$ cat src/logic/phpin_defs.vh
// Purpose: constants for the parallel host unit pin block
// Assumes: one clock, synchronous active-high reset
// Notes: port B bit positions of the shared pins
`ifndef PHPIN_DEFS_VH
`define PHPIN_DEFS_VH
`define PHPIN_PB_DATA_LO 5
`define PHPIN_PB_DATA_HI 7
`define PHPIN_PB_SEL_LO 8
`define PHPIN_PB_SEL_HI 10
`define PHPIN_PB_DIR 11
`define PHPIN_PB_STRB 12
`define PHPIN_PB_CS 13
`define PHPIN_PB_REQ 14
`define PHPIN_PB_ACK 15
`define PHPIN_PB_LO 5
`define PHPIN_PB_W 11
`define PHPIN_MODE_SINGLE 1'b0
`define PHPIN_MODE_DOUBLE 1'b1
`define PHPIN_REQ_SINGLE 1'b0
`define PHPIN_REQ_SPLIT 1'b1
`endif

$ cat src/logic/phpin_od_pin.v
// Purpose: one open-drain pin driver for a request line
// Assumes: external pull-up holds the line high when released
// Notes: drives low only while asserted; in gpio mode follows i_gpio_out and i_gpio_oe
`timescale 1ns/1ps
`default_nettype none
module phpin_od_pin (
  // clock and reset
  input wire i_mclk,
  input wire i_rst,
  // request and gpio fallback
  input wire i_req,
  input wire i_gpio_mode,
  input wire i_gpio_out,
  input wire i_gpio_oe,
  // pin
  output reg o_pin_out,
  output reg o_pin_oe
);
  always @(posedge i_mclk) begin
    if (i_rst) begin
      o_pin_out <= 1'b0;
      o_pin_oe <= 1'b0;
    end else if (i_gpio_mode) begin
      o_pin_out <= i_gpio_out;
      o_pin_oe <= i_gpio_oe;
    end else begin
      o_pin_out <= 1'b0;
      o_pin_oe <= i_req;
    end
  end
endmodule
`default_nettype wire

$ cat src/logic/phpin_top.v
// Purpose: pin multiplexing of the parallel host unit port
// Assumes: host inputs synchronous to i_mclk
// Notes: pins fall back to port B bits 5..15 when host use is off
`timescale 1ns/1ps
`default_nettype none
`include "phpin_defs.vh"
module phpin_top (
  // clock and reset
  input wire i_mclk,
  input wire i_rst,
  // configuration
  input wire i_host_enable,
  input wire i_double_strobe,
  input wire i_request_mode_bit,
  // shared pin inputs, port B bits 5..15
  input wire [`PHPIN_PB_W-1:0] i_pin_in,
  // gpio drive for port B bits 5..15
  input wire [`PHPIN_PB_W-1:0] i_gpio_out,
  input wire [`PHPIN_PB_W-1:0] i_gpio_oe,
  // service requests from the host unit
  input wire i_host_service_request,
  input wire i_transmit_service_request,
  input wire i_receive_service_request,
  // shared pin drive, port B bits 5..15
  output reg [`PHPIN_PB_W-1:0] o_pin_out,
  output reg [`PHPIN_PB_W-1:0] o_pin_oe,
  // gpio readback of port B bits 5..15
  output reg [`PHPIN_PB_W-1:0] o_gpio_in,
  // host side decoded access
  output reg [2:0] o_host_data_line_hi,
  output reg [2:0] o_host_register_select,
  output reg o_host_read,
  output reg o_host_write,
  output reg o_host_acknowledge_input
);
  localparam SEL_LO = `PHPIN_PB_SEL_LO - `PHPIN_PB_LO;
  localparam DIR_I = `PHPIN_PB_DIR - `PHPIN_PB_LO;
  localparam STRB_I = `PHPIN_PB_STRB - `PHPIN_PB_LO;
  localparam CS_I = `PHPIN_PB_CS - `PHPIN_PB_LO;
  localparam REQ_I = `PHPIN_PB_REQ - `PHPIN_PB_LO;
  localparam ACK_I = `PHPIN_PB_ACK - `PHPIN_PB_LO;

  // ----------------------------------------
  // input gating
  // ----------------------------------------
  wire live;
  wire cs_n;
  wire strb_n;
  wire dir;
  reg rd_d;
  reg wr_d;
  assign live = i_host_enable & ~i_rst;
  assign cs_n = i_pin_in[CS_I];
  assign strb_n = i_pin_in[STRB_I];
  assign dir = i_pin_in[DIR_I];

  always @* begin
    rd_d = 1'b0;
    wr_d = 1'b0;
    if (live && !cs_n) begin
      if (i_double_strobe == `PHPIN_MODE_SINGLE) begin
        rd_d = !strb_n && dir;
        wr_d = !strb_n && !dir;
      end else begin
        rd_d = !dir;
        wr_d = !strb_n;
      end
    end
  end

  always @(posedge i_mclk) begin
    if (i_rst) begin
      o_host_data_line_hi <= 3'h0;
      o_host_register_select <= 3'h0;
      o_host_read <= 1'b0;
      o_host_write <= 1'b0;
      o_host_acknowledge_input <= 1'b0;
      o_gpio_in <= {`PHPIN_PB_W{1'b0}};
    end else begin
      if (live) begin
        o_host_data_line_hi <= i_pin_in[2:0];
        o_host_register_select <= i_pin_in[SEL_LO+2:SEL_LO];
        o_host_acknowledge_input <= (i_request_mode_bit ==
          `PHPIN_REQ_SINGLE) & ~i_pin_in[ACK_I];
      end else begin
        o_host_data_line_hi <= 3'h0;
        o_host_register_select <= 3'h0;
        o_host_acknowledge_input <= 1'b0;
      end
      o_host_read <= rd_d;
      o_host_write <= wr_d;
      o_gpio_in <= i_host_enable ? {`PHPIN_PB_W{1'b0}} : i_pin_in;
    end
  end

  // ----------------------------------------
  // pin drive
  // ----------------------------------------
  wire req_pin;
  wire ack_pin;
  wire [1:0] od_out;
  wire [1:0] od_oe;
  assign req_pin = (i_request_mode_bit == `PHPIN_REQ_SINGLE) ?
    i_host_service_request : i_transmit_service_request;
  assign ack_pin = (i_request_mode_bit == `PHPIN_REQ_SPLIT) &
    i_receive_service_request;

  phpin_od_pin u_req (
    .i_mclk(i_mclk),
    .i_rst(i_rst),
    .i_req(req_pin),
    .i_gpio_mode(~i_host_enable),
    .i_gpio_out(i_gpio_out[REQ_I]),
    .i_gpio_oe(i_gpio_oe[REQ_I]),
    .o_pin_out(od_out[0]),
    .o_pin_oe(od_oe[0])
  );

  phpin_od_pin u_ack (
    .i_mclk(i_mclk),
    .i_rst(i_rst),
    .i_req(ack_pin),
    .i_gpio_mode(~i_host_enable),
    .i_gpio_out(i_gpio_out[ACK_I]),
    .i_gpio_oe(i_gpio_oe[ACK_I]),
    .o_pin_out(od_out[1]),
    .o_pin_oe(od_oe[1])
  );

  reg [`PHPIN_PB_W-1:0] drv_out_q;
  reg [`PHPIN_PB_W-1:0] drv_oe_q;
  always @(posedge i_mclk) begin
    if (i_rst) begin
      drv_out_q <= {`PHPIN_PB_W{1'b0}};
      drv_oe_q <= {`PHPIN_PB_W{1'b0}};
    end else if (i_host_enable) begin
      drv_out_q <= {`PHPIN_PB_W{1'b0}};
      drv_oe_q <= {`PHPIN_PB_W{1'b0}};
    end else begin
      drv_out_q <= i_gpio_out;
      drv_oe_q <= i_gpio_oe;
    end
  end

  always @* begin
    o_pin_out = drv_out_q;
    o_pin_oe = drv_oe_q;
    o_pin_out[REQ_I] = od_out[0];
    o_pin_oe[REQ_I] = od_oe[0];
    o_pin_out[ACK_I] = od_out[1];
    o_pin_oe[ACK_I] = od_oe[1];
  end
endmodule
`default_nettype wire

$ cat config.mk
export PLATFORM = sky130hd
export DESIGN_NAME = phpin_top
export DESIGN_NICKNAME = d
export VERILOG_FILES = /design/src/logic/phpin_od_pin.v /design/src/logic/phpin_top.v
export VERILOG_INCLUDE_DIRS = /design/src /design/src/logic
export SDC_FILE = /design/constraint.sdc
export NUM_CORES = 1
export LEC_CHECK = 0
export CAP_MARGIN = 0
export CORE_MARGIN = 4
export CORE_UTILIZATION = 55
export DETAILED_ROUTE_END_ITERATION = 10
export DONT_BUFFER_PORTS = 1
export PLACE_DENSITY = 0.69
export SLEW_MARGIN = 20
export SYNTH_ARGS = -nofsm -noshare
export SYNTH_HDL_FRONTEND = slang
export SYNTH_SLANG_ARGS = --single-unit
$ cat constraint.sdc
create_clock -name i_mclk -period 1.3 [get_ports i_mclk]
set_clock_uncertainty 0.15 [all_clocks]
set_input_delay 0.13 -clock i_mclk [delete_from_list [all_inputs] [get_ports i_mclk]]
set_output_delay 0.13 -clock i_mclk [all_outputs]
set_load 0.05 [all_outputs]
==> flow_metrics.py, run 1 <==
metrics = {
    "global_routing": {
        "grt_pass1_wl_um": 4040,
        "grt_pass1_vias": 891,
        "grt_overflow": 0,
        "track_usage_pct": 19.9,
        "grt_max_degree": 18,
        "grt_antenna_before_repair": 0,
    },
    "critical_path": {
        "critPathLaunchType": "input port",
        "slowest_stage": "dlygate4sd3_1",
        "crit_path_end": "u_ack.o_pin_oe",
        "cp_max_fo": 4,
        "cp_cell_sequence": "dlygate4sd3_1, a21oi_2, dlygate4sd3_1",
        "critPathMaxStageDelay_ns": 0.60,
        "worstPathRequired_ns": 1.43,
        "path_common_cell": "dlygate4sd3_1",
        "cp_data_arrival_time_ns": 1.45,
        "crit_type": "in2reg",
        "end_kind": "flip-flop",
        "crit_start": "i_rst",
    },
    "die": {
        "core_area_sq_um": 2040,
        "ios": 83,
        "rows": 16,
        "die_x_um": 55.1,
        "initial_core_util_pct": 59.9,
        "dieArea_sq_um": 3040,
        "die_h_um": 55.1,
    },
    "sta": {
        "finalHoldViolCount": 0,
        "fin_crit_sh_pct": 101,
        "tightest_slew_ns": 0.498,
        "finalSetupViolations": 1,
        "fin_crit_ns": 1.32,
        "max_freq_mhz": 760,
        "worst_slack_ns": -0.0166,
        "maxSlewViolCount": 0,
        "slew_headroom_pct": 66.7,
        "setup_tns_ns": -0.0166,
    },
    "synthesis": {
        "synth_top_area_share_pct": 68.8,
        "synth_top_area_cell": "dfxtp_1",
        "synth_area_sq_um": 1220,
        "syn_nets": 142,
        "ys_seq_area_share_pct": 68.8,
        "synth.distinct_cells": 16,
        "syn_inst": 101,
        "ys_ff_latch": 42,
        "ys_warn_count": 0,
        "yosys-top-cells-area": "dfxtp_1, and2_1, buf_4",
        "synth.avg_cell_area_sq_um": 12.1,
    },
    "layout": {
        "n_antenna_cell": 0,
        "nets": 183,
        "fin_util_pct": 83.0,
        "drive_above_1_share_pct": 23.2,
        "area_growth_pct": 38.6,
    },
    "routing": {
        "drt_wl_total_um": 2800,
        "drt_iter0_markers": 8,
        "num_vias": 819,
        "avgRoutedWirePerCell_um": 16.6,
        "route.detailed.drc": 0,
        "dr.pass1.iters": 4,
        "viasPerCell": 4.85,
        "final_antenna_net_count": 0,
    },
    "placement": {
        "pre_cts_slack_ns": 0.371,
        "port_buffers": 0,
        "dp_hpwl_um": 1680,
        "gp_congestion": 0.619,
    },
    "flow_run": {
        "cap_violations": 0,
    },
    "power_and_ir_drop": {
        "power_density_nw_per_um2": 1350,
        "finalPower_w": 0.00229,
        "leakagePower_nw": 0.697,
        "ir_drop_mv": 0.926,
    },
    "clocking": {
        "path_clk_slew_ns": 0.11,
        "cts_max_level": 2,
        "clockBufferDepth": 2,
        "cts-root-buf": "clkbuf_4",
        "cts_tree": "yes",
        "cts.sinks": 42,
        "cts_made_buffers": 5,
        "cts_setup_buffers": 0,
    },
    "hold_path": {
        "hp-class": "in2reg",
    },
    "status": {
        "status": "complete, but fails checks",
        "violations": "negative setup slack",
    },
}
-- power by group --
group          leakage, nW  internal (W)  switching [W]
combinational        0.313      0.000114      0.0000566
clock               0.0308      0.000195       0.000379
sequential           0.353       0.00134       0.000205
total                0.697       0.00165       0.000640
-- worst min path at each step --
stage	from	to	slack (ns)	depth (start not counted)
6_report	i_host_enable	o_gpio_in[7]	0.02	3
5_1_grt	i_host_enable	o_gpio_in[7]	0.03	3
4_1_cts	i_host_enable	o_gpio_in[6]	0.02	3
3_5_place_dp	i_pin_in[7]	o_host_write	0.05	1
3_3_place_gp	i_pin_in[7]	o_host_write	0.05	1
2_1_floorplan	i_pin_in[7]	o_host_write	0.05	1
-- Yosys cell counts (all sizes together) --
cell type and count:
a21oi 1, dfxtp 42, nor3 1, nor2 2
nor2b 1, buf 7, mux2i 1, nand2b 3
or3b 1, a2111oi 1, inv 1, a211oi 2
nand3 1, and2 37
-- metal layers --
metal	GRT usage, %	up-vias	part of all wire [%]
li1	-	390	-
met1	15.9	376	30
met2	38.6	49	58
met3	10.2	4	11
met4	9.31	0	1.0
met5	0	-	0
-- logic make-up (layout without fill, tap and decap cells) --
family / after synthesis / after routing / share of synthesized area, %
and+or+nand+nor: 46 / 46 / 23.1
buffers and inverters: 8 / 49 / 3.99
muxes: 1 / 1 / 0.819
DFF: 42 / 42 / 68.8
AOI/OAI and AO/OA: 4 / 4 / 3.27
-- through the flow --
stage,hold slack [ns],cells,instance area (sq um)
after detailed placement,0.0538,123,1230
after global placement,0.0509,123,1230
final,0.0218,169,1690
after floorplan,0.0489,101,1220
after CTS,0.0153,169,1660
after global routing,0.0251,169,1690
-- cell usage in the layout (no fill, tap or decap), drive strengths merged, types with 2 or more instances in the layout --
cell type    Yosys  layout
nand2b           3       3
and2            37      37
buf              7       2
dlygate4sd3      0      39
clkinv           0       2
dfxtp           42      42
clkbuf           0       5
nor2             2       2
a211oi           2       2
-- state kept, by name, summed over array words and instances (netlist names) --
register and flops:
u_ack.o_pin_out 1, u_req.o_pin_out 1, o_host_acknowledge_input 1, u_ack.o_pin_oe 1
o_gpio_in 11, u_req.o_pin_oe 1, o_host_read 1, drv_oe_q 9
drv_out_q 9, o_host_data_line_hi 3, o_host_register_select 3, o_host_write 1
-- cell type report --
class	count	area, sq um
fillers	116	348
clock inverters	2	10.0
flip-flops and latches	42	867
multi-input cells	51	337
repair buffers	41	405
clock buffers	5	37.5
well taps	27	33.8
inverters	1	3.75
-- repair_timing --
item / 4_1_cts / 5_1_grt
resized for setup: 0 / 22
setup endpoints to repair: 0 / 22
hold buffers: 39 / 0
endpoints found under the hold margin: 42 / 0
-- critical path, delay by kind of cell --
family                 cells  cell delay, ns
buffers and inverters      2            1.17
AO/OA/AOI/OAI              1            0.14
Note: power is estimated with default switching activity, not from simulation.
==> inputs of run 2 (changes only) <==
--- a/config.mk
+++ b/config.mk
@@ -7,6 +7,7 @@
 export NUM_CORES = 1
 export LEC_CHECK = 0
 export CAP_MARGIN = 0
+export CORE_ASPECT_RATIO = 0.9
 export CORE_MARGIN = 4
 export CORE_UTILIZATION = 55
 export DETAILED_ROUTE_END_ITERATION = 10
==> run 2 against run 1 <==
Against the previous run:
- the run now ends clean
- worst hold slack worse by 0.0027 ns
- via count up 0.24%
- first-iteration DRC count down 38%
- final cell count up 0.59%
- combinational power up 3%
- worst setup slack better by 0.050 ns
- die area about the same
- fmax up 3.9%
==> flow_metrics.py, run 2 (same netlist as run 1, synthesis figures left out) <==
metrics = {
    "status": {
        "status": "complete, no violations",
    },
    "routing": {
        "dr_wl_met3_um": 359,
        "num_vias": 821,
        "final_antenna_net_count": 0,
        "met1Wirelength_um": 854,
        "route.detailed.drc": 0,
        "drt_iter0_markers": 5,
        "top_layer_used": "met4",
        "viasPerCell": 4.83,
        "dr.pass1.iters": 6,
        "drt_wl_total_um": 2730,
        "avgRoutedWirePerCell_um": 16.0,
        "met2_length_um": 1480,
    },
    "flow_run": {
        "cap_violations": 0,
    },
    "clocking": {
        "cts.sinks": 42,
        "cts-root-buf": "clkbuf_4",
        "cts_max_level": 2,
        "path_clk_slew_ns": 0.11,
        "clockBufferDepth": 2,
        "cts_tree": "yes",
        "cts_made_buffers": 5,
    },
    "power_and_ir_drop": {
        "power_frac_clock_pct": 26.9,
        "ir_drop_mv": 0.945,
        "leakagePower_nw": 0.708,
        "p_int_w": 0.00172,
        "p_switching_w": 0.000634,
        "p_sw_share_pct": 26.9,
        "sequentialPowerShare_pct": 65.7,
        "power_frac_comb_pct": 7.5,
        "power_density_nw_per_um2": 1370,
    },
    "sta": {
        "setup_tns_ns": 0,
        "fin_crit_ns": 1.27,
        "slew_headroom_pct": 66.7,
        "maxSlewViolCount": 0,
        "tightest_slew_ns": 0.499,
        "finalHoldViolCount": 0,
        "max_freq_mhz": 789,
        "fin_crit_sh_pct": 97.4,
        "finalSetupViolations": 0,
    },
    "layout": {
        "nets": 185,
        "drive_above_1_share_pct": 21.4,
        "n_antenna_cell": 0,
        "largest_register_ffs": 11,
        "largest_registers": "o_gpio_in: 11 flops, drv_oe_q: 9 flops, drv_out_q: 9 flops",
        "final_cell_mix": "dlygate4sd3_1, and2_1, dfxtp_1, dfxtp_2, clkbuf_4",
        "layout_commonest_cell": "dlygate4sd3_1",
        "area_growth_pct": 40.8,
        "top_register": "o_gpio_in",
        "finalNonFillerCells": 170,
    },
    "global_routing": {
        "grt_pass1_vias": 886,
        "grt_pass1_wl_um": 4190,
        "grt_overflow": 0,
        "grt_max_degree": 18,
        "grt_antenna_before_repair": 0,
        "track_usage_pct": 19.4,
    },
    "critical_path": {
        "crit_start": "o_host_read",
        "crit_type": "reg2out",
        "cp_max_fo": 1,
        "cp_data_arrival_time_ns": 0.99,
        "end_kind": "output port",
        "worstPathRequired_ns": 1.02,
        "critPathLaunchType": "flip-flop",
    },
    "placement": {
        "port_buffers": 0,
        "dp.cells": 121,
        "dp_hpwl_um": 1540,
        "gp_congestion": 0.659,
    },
    "die": {
        "dieArea_sq_um": 3040,
        "die_h_um": 52.7,
        "die_x_um": 57.7,
        "initial_core_util_pct": 60.9,
        "core_area_sq_um": 2010,
        "rows": 15,
        "ios": 83,
    },
    "hold_path": {
        "hp-start": "i_host_enable",
        "hp-class": "in2reg",
    },
}
run 2: final timing paths:
check	end	slack [ns]	cells after the start
max	o_host_read	0.03	0
min	o_gpio_in[0]	0.02	3
run 2: final cells by class:
class / instances / area, sq um
Clock buffer: 7 / 55.1
Clock inverter: 1 / 5.00
Fill cell: 93 / 287
Inverter: 1 / 3.75
Multi-Input combinational cell: 51 / 337
Sequential cell: 42 / 865
Tap cell: 25 / 31.3
Timing Repair Buffer: 43 / 425
run 2: per-layer routing:
layer | up-vias | GRT usage [%]
li1 | 396 | -
met4 | 0 | 11.6
met3 | 4 | 10.1
met1 | 372 | 15.7
met5 | - | 0
met2 | 49 | 36.8
run 2: timing repair:
item / CTS / global route
hold endpoints to repair: 42 / 1
hold buffers: 41 / 1
resized for setup: 0 / 20
endpoints found under the setup margin: 0 / 20
buffers inserted: 0 / 0
run 2: power by group through the flow:
| stage | clock network [W] | registers [W] | logic, W |
|---|---|---|---|
| 2_1_floorplan | 0 | 0.00154 | 0.0000869 |
| 4_1_cts | 0.000652 | 0.00154 | 0.000170 |
| 5_1_grt | 0.000706 | 0.00155 | 0.000195 |
| 3_3_place_gp | 0 | 0.00157 | 0.0000623 |
| 3_5_place_dp | 0 | 0.00157 | 0.0000649 |
| 6_report | 0.000634 | 0.00155 | 0.000176 |
run 2: through the flow:
| stage | worst slack, ns | power (W) | util (%) | cell area [sq um] | hold WS (ns) |
|---|---|---|---|---|---|
| floorplan | 0.408 | 0.00163 | - | 1220 | 0.0489 |
| global placement | 0.396 | 0.00164 | 60.9 | 1220 | 0.0507 |
| detailed placement | 0.385 | 0.00164 | 60.9 | 1220 | 0.0525 |
| CTS | 0.0114 | 0.00237 | 84.4 | 1690 | 0.00930 |
| global route | -0.00184 | 0.00245 | 85.7 | 1720 | 0.0174 |
| finish | 0.0332 | 0.00236 | 85.7 | 1720 | 0.0191 |
==> inputs of run 3 (changes only) <==
--- a/config.mk
+++ b/config.mk
@@ -16,4 +16,5 @@
 export SLEW_MARGIN = 20
 export SYNTH_ARGS = -nofsm -noshare
 export SYNTH_HDL_FRONTEND = slang
+export SYNTH_HIERARCHICAL = 1
 export SYNTH_SLANG_ARGS = --single-unit
==> run 3 against run 2 <==
Against the previous run:
- the flow now finishes with violations (negative hold slack)
- global-route usage is 1.8 points higher
- power is 7.4% higher
- final cell count is 1.8% higher
- worst setup slack worse by 0.0095 ns
- area after synthesis is 1.8% lower
- critical path depth is 4 higher
- die area is 1.6% lower
- first-iteration DRC count grew to 2.6 times the previous value
- count of clock-buffer cells in the layout stayed put
- synthesized cell count is 0.99% lower
- cell area is 1.4% higher
==> flow_metrics.py, run 3 <==
metrics = {
    "die": {
        "die_x_um": 57.2,
        "dieArea_sq_um": 2990,
        "ios": 83,
        "rows": 15,
        "core_area_sq_um": 1990,
        "die_h_um": 52.3,
        "initial_core_util_pct": 60.3,
    },
    "clocking": {
        "path_clk_slew_ns": 0.11,
        "cts_made_buffers": 5,
        "clockBufferDepth": 2,
        "cts.sinks": 42,
        "cts_max_level": 2,
        "cts-root-buf": "clkbuf_4",
        "cts_setup_buffers": 0,
        "cts_tree": "yes",
    },
    "synthesis": {
        "syn_nets": 141,
        "synth-edff-count": 0,
        "synth.avg_cell_area_sq_um": 12.0,
        "synth_top_area_cell": "dfxtp_1",
        "yosys-top-cells-area": "dfxtp_1, and2_1, mux2i_1",
        "yosysMostFrequentCell": "dfxtp_1",
        "synth_area_sq_um": 1200,
        "synthArstFlopShare_pct": 0,
        "ys_ff_latch": 42,
        "synthFlopType": "dfxtp_1",
        "ys_top_cells_by_count": "dfxtp_1, and2_1, nor2_1",
        "syn_inst": 100,
        "synth_top_area_share_pct": 70.1,
        "synth.distinct_cells": 15,
        "ys_warn_count": 6,
        "ys_seq_area_share_pct": 70.1,
    },
    "routing": {
        "drt_wl_total_um": 3250,
        "num_vias": 839,
        "drt_iter0_markers": 13,
        "avgRoutedWirePerCell_um": 18.8,
        "final_antenna_net_count": 0,
        "viasPerCell": 4.85,
        "dr.pass1.iters": 4,
        "route.detailed.drc": 0,
    },
    "layout": {
        "drive_above_1_share_pct": 18.2,
        "largest_registers": "o_gpio_in: 11 flops, drv_oe_q: 9 flops, drv_out_q: 9 flops",
        "largest_register_ffs": 11,
        "n_antenna_cell": 0,
        "fin_util_pct": 87.7,
        "nets": 188,
        "area_growth_pct": 45.5,
        "final_cell_mix": "dlygate4sd3_1, and2_1, dfxtp_1, dfxtp_2",
        "top_register": "o_gpio_in",
        "layout_commonest_cell": "dlygate4sd3_1",
    },
    "critical_path": {
        "cp_max_fo": 1,
        "cp_data_arrival_time_ns": 1.36,
        "worstPathRequired_ns": 1.39,
        "critPathLaunchType": "input port",
        "end_kind": "flip-flop",
        "crit_type": "in2reg",
    },
    "global_routing": {
        "grt_pass1_vias": 920,
        "grt_antenna_before_repair": 0,
        "grt_pass1_wl_um": 4550,
        "track_usage_pct": 21.3,
        "grt_max_degree": 17,
        "grt_overflow": 0,
    },
    "placement": {
        "port_buffers": 0,
        "gp_congestion": 0.643,
        "dp_hpwl_um": 1610,
    },
    "sta": {
        "finalHoldViolCount": 1,
        "hold_ws_ns": -0.00403,
        "finalSetupViolations": 0,
        "slew_headroom_pct": 66.1,
        "maxSlewViolCount": 0,
        "fin_crit_sh_pct": 98.2,
        "fin_crit_ns": 1.28,
        "tightest_slew_ns": 0.507,
        "max_freq_mhz": 783,
        "setup_tns_ns": 0,
    },
    "power_and_ir_drop": {
        "leakagePower_nw": 0.735,
        "p_switching_w": 0.000659,
        "p_int_w": 0.00187,
        "power_density_nw_per_um2": 1450,
        "sequentialPowerShare_pct": 61.2,
        "ir_drop_mv": 1.10,
        "power_frac_comb_pct": 7.5,
        "power_frac_clock_pct": 31.4,
        "p_sw_share_pct": 26.0,
    },
    "flow_run": {
        "cap_violations": 0,
    },
    "status": {
        "status": "complete, but fails checks",
        "violations": "negative hold slack",
    },
    "hold_path": {
        "hp-class": "in2reg",
    },
}
## run 3: cell families after synthesis
group                  after synthesis  synth area share [%]
muxes                                3                  2.61
AOI/OAI and AO/OA                    2                  1.88
and+or+nand+nor                     48                  23.7
buffers and inverters                5                  1.77
DFF                                 42                  70.1
## run 3: path summary, 6_finish.rpt
path | startpoint | endpoint | slack [ns] | cells after the start
setup / recovery | i_gpio_out[9] | u_req/o_pin_out | 0.02 | 4
hold / removal | i_host_enable | o_host_data_line_hi[1] | -0.004 | 2
## run 3: timing repair
action	CTS	global route
setup endpoints to repair	0	20
hold endpoints to repair	42	2
hold buffers	40	3
gates resized for setup	0	18
## run 3: power groups by stage
stage | clock [W] | combinational (W) | sequential (W)
floorplan | 0 | 0.0000577 | 0.00157
global placement | 0 | 0.0000668 | 0.00157
detailed placement | 0 | 0.0000699 | 0.00157
CTS | 0.000798 | 0.000171 | 0.00154
global route | 0.000866 | 0.000206 | 0.00156
finish | 0.000794 | 0.000189 | 0.00155
## run 3: area by class of cell
cell class | instances | area [sq um]
Sequential cell | 42 | 861
Timing Repair Buffer | 43 | 428
Multi-Input combinational cell | 53 | 343
Fill cell | 91 | 244
Clock buffer | 7 | 45.0
Tap cell | 25 | 31.3
Clock inverter | 1 | 30.0
Inverter | 2 | 7.51
## run 3: worst max-delay path, cell delays in order
cell and delay [ns]:
dlygate4sd3_1 0.55, nand2_1 0.08, dlygate4sd3_1 0.56, nor2_1 0.05
## run 3: layer usage
metal	share of wire [%]	up-vias	track usage (%)
met5	0	-	0
met4	1.5	0	8.88
met3	9.5	6	8.87
met2	53	53	38.8
met1	36	377	21.4
li1	-	403	-
## run 3: through the flow
| step | instances | hold WS, ns | setup WS, ns | cell area [sq um] | power [W] |
|---|---|---|---|---|---|
| global route | 173 | -0.00286 | -0.00725 | 1750 | 0.00263 |
| global placement | 124 | 0.0539 | 0.367 | 1230 | 0.00164 |
| finish | 173 | -0.00403 | 0.0237 | 1750 | 0.00253 |
| CTS | 172 | 0.00805 | 0.0137 | 1710 | 0.00251 |
| detailed placement | 124 | 0.0544 | 0.344 | 1230 | 0.00164 |
| floorplan | 100 | 0.0518 | 0.372 | 1200 | 0.00162 |
